### src/design/csf_regs.svh
// csf_regs.svh: offsets, field positions and reset values of the status flag
// register of the core.
// assumes: included by bare name from package and modules.
`ifndef CSF_REGS_SVH
`define CSF_REGS_SVH

// ----------------------------------------------------------------
// address and fields
// ----------------------------------------------------------------
`define CSF_STATUS_ADDR 5'h03
`define CSF_BIT_CARRY 0
`define CSF_BIT_DCARRY 1
`define CSF_BIT_ZERO 2
`define CSF_BIT_PDOWN 3
`define CSF_BIT_TOUT 4
`define CSF_BIT_PAGE_LO 5
`define CSF_BIT_PAGE_HI 6
`define CSF_BIT_PAGE_RSV 7
`define CSF_PAGE_RST 3'h0
`define CSF_TOUT_RST 1'h1
`define CSF_PDOWN_RST 1'h1
`define CSF_ARITH_RST 3'h0
`define CSF_NIBBLE_MSB 3
`define CSF_BYTE_MSB 7

`endif

### src/design/csf_pkg.sv
// csf_pkg.sv: types shared by the status flag block.
// assumes: csf_regs.svh on the include path.
`include "csf_regs.svh"

package csf_pkg;

	// ----------------------------------------------------------------
	// flag update kinds
	// ----------------------------------------------------------------
	typedef enum logic [2:0] {
		CSF_FLAGS_NONE = 3'b000,
		CSF_FLAGS_Z = 3'b001,
		CSF_FLAGS_ADD = 3'b010,
		CSF_FLAGS_SUB = 3'b011,
		CSF_FLAGS_RRF = 3'b100,
		CSF_FLAGS_RLF = 3'b101
	} csf_flag_op_type;

	typedef enum logic [1:0] {
		CSF_PWR_NONE = 2'b00,
		CSF_PWR_WDT_CLEAR = 2'b01,
		CSF_PWR_SLEEP = 2'b10,
		CSF_PWR_WDT_TIMEOUT = 2'b11
	} csf_pwr_event_type;

	typedef struct packed {
		logic [2:0] page;
		logic tout;
		logic pdown;
		logic zero;
		logic dcarry;
		logic carry;
	} csf_status_type;

endpackage : csf_pkg

### src/design/csf_alu_if.sv
// csf_alu_if.sv: flag results passed from the flag logic to the register.
// assumes: both ends on the same clock.
`timescale 1ns/100ps
`default_nettype none

interface csf_alu_if;
	logic [7:0] result;
	logic zero;
	logic dcarry;
	logic carry;
	logic z_upd;
	logic dc_upd;
	logic c_upd;
	modport calc (output result, zero, dcarry, carry, z_upd, dc_upd, c_upd);
	modport use_flags (input result, zero, dcarry, carry, z_upd, dc_upd,
		c_upd);
endinterface : csf_alu_if

`default_nettype wire

### src/design/csf_flag_calc.sv
// csf_flag_calc.sv: combinational arithmetic flag logic.
// assumes: operands stable during the execute cycle.
`timescale 1ns/100ps
`default_nettype none
`include "csf_regs.svh"

module csf_flag_calc (
	input wire csf_pkg::csf_flag_op_type flag_op,
	input wire logic [7:0] operand_w,
	input wire logic [7:0] operand_f,
	input wire logic carry_in,
	csf_alu_if.calc flags
);

	logic [8:0] sum;
	logic [4:0] nib;

	function automatic logic [8:0] add9(input logic [7:0] a,
		input logic [7:0] b, input logic cin);
		add9 = {1'b0, a} + {1'b0, b} + {8'h00, cin};
	endfunction : add9

	// ----------------------------------------------------------------
	// flag computation
	// ----------------------------------------------------------------
	always_comb begin
		sum = 9'h000;
		nib = 5'h00;
		flags.result = operand_f;
		flags.zero = 1'b0;
		flags.dcarry = 1'b0;
		flags.carry = 1'b0;
		flags.z_upd = 1'b0;
		flags.dc_upd = 1'b0;
		flags.c_upd = 1'b0;
		case (flag_op)
		csf_pkg::CSF_FLAGS_Z: begin
			flags.z_upd = 1'b1;
		end
		// add carries
		csf_pkg::CSF_FLAGS_ADD: begin
			sum = add9(operand_f, operand_w, 1'b0);
			nib = {1'b0, operand_f[3:0]} + {1'b0, operand_w[3:0]};
			flags.result = sum[7:0];
			flags.carry = sum[8];
			flags.dcarry = nib[4];
			{flags.z_upd, flags.dc_upd, flags.c_upd} = 3'h7;
		end
		// inverted borrows
		csf_pkg::CSF_FLAGS_SUB: begin
			sum = add9(operand_f, ~operand_w, 1'b1);
			nib = {1'b0, operand_f[3:0]} + {1'b0, ~operand_w[3:0]} + 5'h01;
			flags.result = sum[7:0];
			flags.carry = sum[8];
			flags.dcarry = nib[4];
			{flags.z_upd, flags.dc_upd, flags.c_upd} = 3'h7;
		end
		// lsb into carry
		csf_pkg::CSF_FLAGS_RRF: begin
			flags.result = {carry_in, operand_f[7:1]};
			flags.carry = operand_f[0];
			flags.c_upd = 1'b1;
		end
		// msb into carry
		csf_pkg::CSF_FLAGS_RLF: begin
			flags.result = {operand_f[6:0], carry_in};
			flags.carry = operand_f[`CSF_BYTE_MSB];
			flags.c_upd = 1'b1;
		end
		default: begin
			flags.result = operand_f;
		end
		endcase
		// zero on result
		flags.zero = (flags.result == 8'h00);
	end

endmodule : csf_flag_calc

`default_nettype wire

### src/design/csf_status_reg.sv
// csf_status_reg.sv: status flag register of the 8-bit core.
// assumes: one instruction per enabled clock; master_clear is a pin.
//
// Operation
// any instruction may write the register's writable bits
// flag-affecting writes keep hardware zero, digit carry, carry
// data writes never change timeout or powerdown flags
// clear op: page bits zero, zero flag set, others kept
// register holds arithmetic, reset-cause and page preselect bits
// at address 03h; reset pages 0, timeout and powerdown 1
// bits 6 to 5 choose one of four program pages
// timeout set on power-up, watchdog clear, sleep; cleared on timeout
// powerdown set on power-up, watchdog clear; cleared by sleep
// rotates load carry with bit shifted out
// low master_clear resets the register; code resets only page, timeout and powerdown, keeps arithmetic flags
// call copies page bits into program counter bits 10 to 9
// zero flag set when eight-bit result is zero
// add/subtract set digit carry and carry, borrows inverted
`timescale 1ns/100ps
`default_nettype none
`include "csf_regs.svh"

module csf_status_reg (
	input wire logic clk,
	input wire logic arst_n,
	input wire logic master_clear_n,
	input wire logic instr_en,
	input wire logic [4:0] file_addr,
	input wire logic file_we,
	input wire logic [7:0] file_wdata,
	output logic [7:0] file_rdata,
	input wire logic clear_file_op,
	input wire csf_pkg::csf_flag_op_type flag_op,
	input wire logic [7:0] operand_w,
	input wire logic [7:0] operand_f,
	output logic [7:0] alu_result,
	input wire csf_pkg::csf_pwr_event_type pwr_event,
	input wire logic call_op,
	input wire logic [7:0] call_target,
	output logic [10:0] call_pc,
	output logic [1:0] page_select,
	output logic timeout_flag,
	output logic powerdown_flag
);

	typedef struct packed {
		logic master_clear_meta;
		logic master_clear_sync;
		csf_pkg::csf_status_type st;
		logic [7:0] rdata;
		logic [10:0] pc;
	} csf_state_type;

	csf_state_type cur;
	csf_state_type next_cur;
	csf_alu_if alu ();
	logic hit;
	logic [7:0] wr;

	csf_flag_calc u_calc (
		.flag_op(flag_op),
		.operand_w(operand_w),
		.operand_f(operand_f),
		.carry_in(cur.st.carry),
		.flags(alu)
	);

	function automatic logic [7:0] pack_status(
		input csf_pkg::csf_status_type s);
		pack_status = s;
	endfunction : pack_status

	// ----------------------------------------------------------------
	// next state
	// ----------------------------------------------------------------
	always_comb begin
		next_cur = cur;
		wr = file_wdata;
		next_cur.master_clear_meta = master_clear_n;
		next_cur.master_clear_sync = cur.master_clear_meta;
		// decode at 03h
		hit = (file_addr == `CSF_STATUS_ADDR);
		if (!cur.master_clear_sync) begin
			// master clear reset
			next_cur.st.page = `CSF_PAGE_RST;
			next_cur.st.tout = `CSF_TOUT_RST;
			next_cur.st.pdown = `CSF_PDOWN_RST;
			next_cur.pc = 11'h000;
		end else if (instr_en) begin
			// file write
			if (hit && file_we) begin
				next_cur.st.page = wr[`CSF_BIT_PAGE_RSV:`CSF_BIT_PAGE_LO];
				next_cur.st.zero = wr[`CSF_BIT_ZERO];
				next_cur.st.dcarry = wr[`CSF_BIT_DCARRY];
				next_cur.st.carry = wr[`CSF_BIT_CARRY];
			end
			// clear op
			if (hit && clear_file_op) begin
				next_cur.st.page = `CSF_PAGE_RST;
			end
			// flag logic wins
			if (alu.z_upd) begin
				next_cur.st.zero = alu.zero;
			end
			if (alu.dc_upd) begin
				next_cur.st.dcarry = alu.dcarry;
			end
			if (alu.c_upd) begin
				next_cur.st.carry = alu.carry;
			end
			// clear sets zero
			if (clear_file_op) begin
				next_cur.st.zero = 1'b1;
			end
			// only events move tout/pdown
			case (pwr_event)
			// watchdog clear
			csf_pkg::CSF_PWR_WDT_CLEAR: begin
				next_cur.st.tout = 1'b1;
				next_cur.st.pdown = 1'b1;
			end
			// sleep
			csf_pkg::CSF_PWR_SLEEP: begin
				next_cur.st.tout = 1'b1;
				next_cur.st.pdown = 1'b0;
			end
			// timeout clears
			csf_pkg::CSF_PWR_WDT_TIMEOUT: begin
				next_cur.st.tout = 1'b0;
			end
			default: begin
				next_cur.st.tout = cur.st.tout;
			end
			endcase
			// call target
			if (call_op) begin
				next_cur.pc = {cur.st.page[1:0], 1'b0, call_target};
			end
		end
		next_cur.rdata = pack_status(next_cur.st);
	end

	// ----------------------------------------------------------------
	// state register
	// ----------------------------------------------------------------
	always_ff @(posedge clk or negedge arst_n) begin
		if (!arst_n) begin
			// power-on values
			cur <= '0;
			cur.master_clear_meta <= 1'b1;
			cur.master_clear_sync <= 1'b1;
			cur.st.tout <= `CSF_TOUT_RST;
			cur.st.pdown <= `CSF_PDOWN_RST;
			cur.rdata <= {`CSF_PAGE_RST, `CSF_TOUT_RST, `CSF_PDOWN_RST,
				`CSF_ARITH_RST};
		end else begin
			cur <= next_cur;
		end
	end

	// ----------------------------------------------------------------
	// outputs
	// ----------------------------------------------------------------
	assign file_rdata = cur.rdata;
	assign alu_result = alu.result;
	assign call_pc = cur.pc;
	// page preselect
	assign page_select = cur.st.page[1:0];
	assign timeout_flag = cur.st.tout;
	assign powerdown_flag = cur.st.pdown;

endmodule : csf_status_reg

`default_nettype wire

### config.mk
export PLATFORM = sky130hd
export DESIGN_NAME = csf_status_reg
export DESIGN_NICKNAME = d
export VERILOG_FILES = /design/src/design/csf_pkg.sv /design/src/design/csf_alu_if.sv /design/src/design/csf_flag_calc.sv /design/src/design/csf_status_reg.sv
export VERILOG_INCLUDE_DIRS = /design/src /design/src/design
export SDC_FILE = /design/constraint.sdc
export NUM_CORES = 1
export LEC_CHECK = 0
export ABC_AREA = 1
export BUFFER_PORTS_ARGS = -buffer_cell sky130_fd_sc_hd__buf_2
export CORE_UTILIZATION = 55
export CTS_CLUSTER_SIZE = 30
export DETAILED_ROUTE_END_ITERATION = 6
export PLACE_DENSITY = 0.87
export RECOVER_POWER = 25
export SLEW_MARGIN = 30
export SYNTH_ARGS = -nofsm -noshare
export SYNTH_HDL_FRONTEND = slang
export SYNTH_SLANG_ARGS = --single-unit
### constraint.sdc
create_clock -name clk -period 3.3 [get_ports clk]
set_clock_uncertainty 0.2 [all_clocks]
set_input_delay 0.495 -clock clk [delete_from_list [all_inputs] [get_ports clk]]
set_output_delay 0.495 -clock clk [all_outputs]
set_load 0.05 [all_outputs]
==> metrics.cfg <==
[outcome]
outcome = completed

[routing]
drt_first_pass_iters = 6
post-route-drc-count = 0
route.detailed.wl_per_inst_um = 11.8
drt_iter0_markers = 140
vias_per_cell = 5.16
postRouteWirelength_um = 5320
dr_total_vias = 2315
final_antenna_net_count = 0

[clocking]
ctsRootBufferMaster = clkbuf_8
worstSkewPairLatency_ns = 0.26
clock_tree.htree_level_count = 1
clock_buffer_count_from_cts = 3
clk_pin_slew_ns = 0.06
clock_sink_count = 20
tritoncts = done
ctsLongestPathBuffers = 2

[floorplan]
starting_density_pct = 58.9
pin_count = 80
core_area_mm2 = 0.00377
dieArea_mm2 = 0.00430
row_count = 22
die_w_um = 65.6
chipHeight_um = 65.6

[global_routing]
grt.overflow.total = 0
first_global_vias = 1967
grt_antenna_before_repair = 0
first_pass_grt_wire_length_um = 8650
all_layer_global_routing_usage_pct = 25.8
grt_start_max_net_pins = 21

[timing]
achievable-frequency_ghz = 0.339
timing.final.max_slew_violations = 0
max_slew.worst_pin.slew_ns = 1.04
min_period_ns = 2.95
rsz0062_at_grt = false
setup_viol = 0
final_min_period_over_clock_period_pct = 89.5
max_slew_margin_pct = 30.4
finalHoldViolations = 0
totalNegativeSetupSlack_ns = 0

[final_layout]
flow.area_growth_from_synthesis_pct = 14.6
antennaDiodeCount = 0
mostFrequentLayoutCell = nand2_1
finish.net_count = 472
multi_input_gate_area_in_the_final_layout_mm2 = 0.00129
final_layout_size_suffix_gt1_share_pct = 24.9
mostFrequentLayoutCells = nand2_1, buf_2, inv_1
final.fill_count = 340
area.sequential_um2 = 505

[worst_hold_path]
worst_hold_path_type = input port to flip-flop
min-delay-start = master_clear_n
worst_hold_path.endpoint = cur[28]$_DFF_PN1_
holdPathStages = 1

[power_and_ir_drop]
power_frac_seq_pct = 32.2
power_switching_share_pct = 43.4
power.net_switching_mw = 0.370
internal_power_mw = 0.483
power.ir.vdd_worst_mv = 0.297
power.static_leakage_nw = 1.51
clockPowerShare_pct = 21.6
total_power_mw = 0.853
comb_power_share_pct = 46.2
power_density_mw_per_mm2 = 335

[critical_path]
required_ns = 2.60
timing.reg2reg.worst_path_depth = 4
worstSetupPathType = input port to output pin
timing.critical_path.fanout_max = 4
r2r-end = file_rdata[6]$_DFFE_PN0P_
reg2reg_slack_ns = 1.72
regToRegStartpoint = cur[27]$_DFF_PN1_
critPathCaptureType = output pin
timing.critical_path.from_type = input port
crit_arrival_ns = 2.26

[synthesis]
syn-instance-count = 345
synth.net_count = 415
synthDominantCellAreaShare_pct = 18.0
synthesis.yosys.warnings = 0
synth_cell_types = 32
postSynthRegisterBits = 20
synth_top_area_cell = dfrtp_1
synth_seq_area_share_pct = 22.7
netlist_top_cells_area = dfrtp_1, nand2_1, ha_1
syn_avg_cell_area_um2 = 6.44
mappedNetlistArea_mm2 = 0.00222

[place]
placed_wire_length_estimate_after_detailed_placement_um = 4330
port_buffers = 76
finalWeightedCongestion = 0.874

[run]
timing.max_cap.violations = 0

==> critical path, cell delays in order <==
cell     delay [ns]
buf_2          0.13
inv_1          0.10
ha_1           0.20
fa_1           0.38
inv_1          0.08
nand3_1        0.08
nand2_1        0.14
nand2_1        0.08
nand2_1        0.06
nand2_1        0.07
nand3_1        0.08
nand4_1        0.12
buf_2          0.24
==> stage by stage <==
step,util (%),worst slack (ns),std cells,area (um^2),hold slack (ns)
final,67.6,0.346,449,2550,0.134
after global routing,67.6,0.174,449,2550,0.131
after CTS,67.6,0.370,449,2550,0.132
after detailed placement,65.9,0.382,444,2480,0.147
after global placement,65.9,0.384,444,2480,0.146
after floorplan,-,0.535,345,2220,-0.000591
==> what timing repair did <==
item                                   4_1_cts  5_1_grt
hold buffers                                 1        0
setup buffers                                0        0
resized for setup                            0        0
endpoints found under the hold margin       16        0
==> power by group through the flow <==
stage	Sequential [mW]	Combinational [mW]	Clock (mW)
floorplan	0.284	0.298	0
global placement	0.278	0.385	0
detailed placement	0.279	0.390	0
CTS	0.274	0.393	0.187
global route	0.277	0.434	0.197
finish	0.275	0.394	0.184
==> cell type report <==
type,instances,area share [%]
multi-input combinational,234,50.7
sequential,20,19.8
tap,48,2.36
timing repair buffer,77,15.2
inverter,66,9.72
clock buffer,4,2.16
==> sequential cells by signal, summed over array words and instances, names as in the netlist <==
name and count:
call_pc 10, file_rdata 8, cur 2
==> Yosys cell counts <==
cell type,instances
o221ai_1,1
nand3b_1,1
a31oi_1,2
buf_2,1
nand2_2,1
nand2_8,1
o21ai_0,13
buf_1,1
buf_4,22
nand2_1,82
nand3_2,1
conb_1,1
clkinv_1,1
fa_1,2
inv_1,60
o22ai_1,6
inv_2,5
o21ai_1,1
dfrtp_1,16
nor2_4,1
a21oi_2,1
clkbuf_1,1
nor2_1,31
dfstp_2,4
nor2_2,4
nand3_1,36
nor3_1,1
a21oi_1,17
ha_1,19
or2_2,2
nand3_4,2
nand4_1,8
==> worst max-delay path by stage <==
stage	depth (start not counted)	endpoint	slack (ns)	from
floorplan	11	alu_result[6]	0.54	operand_w[0]
global placement	13	alu_result[6]	0.38	operand_f[0]
detailed placement	13	alu_result[6]	0.38	operand_f[0]
CTS	13	alu_result[6]	0.37	operand_f[0]
global route	13	alu_result[6]	0.17	operand_f[0]
finish	13	alu_result[6]	0.35	operand_f[0]
==> per-layer routing <==
layer | global-route usage (%) | vias up | wire length, um
li1 | - | 1186 | -
met1 | 35.4 | 1024 | 2430
met2 | 42.7 | 95 | 2500
met3 | 4.69 | 10 | 327
met4 | 4.35 | 0 | 68
met5 | 0 | - | 0
==> kinds of logic (layout without fill, tap and decap cells) <==
family          Yosys count  count (layout)  share of synthesized area, %
simple gates            171             171                          35.4
flops                    20              20                          22.7
compound gates           41              41                          10.0
buf+inv                  91             147                          19.1
other cells               1               1                         0.169
fa+ha+maj                21              21                          12.5
(Power assumes the default switching activity.)
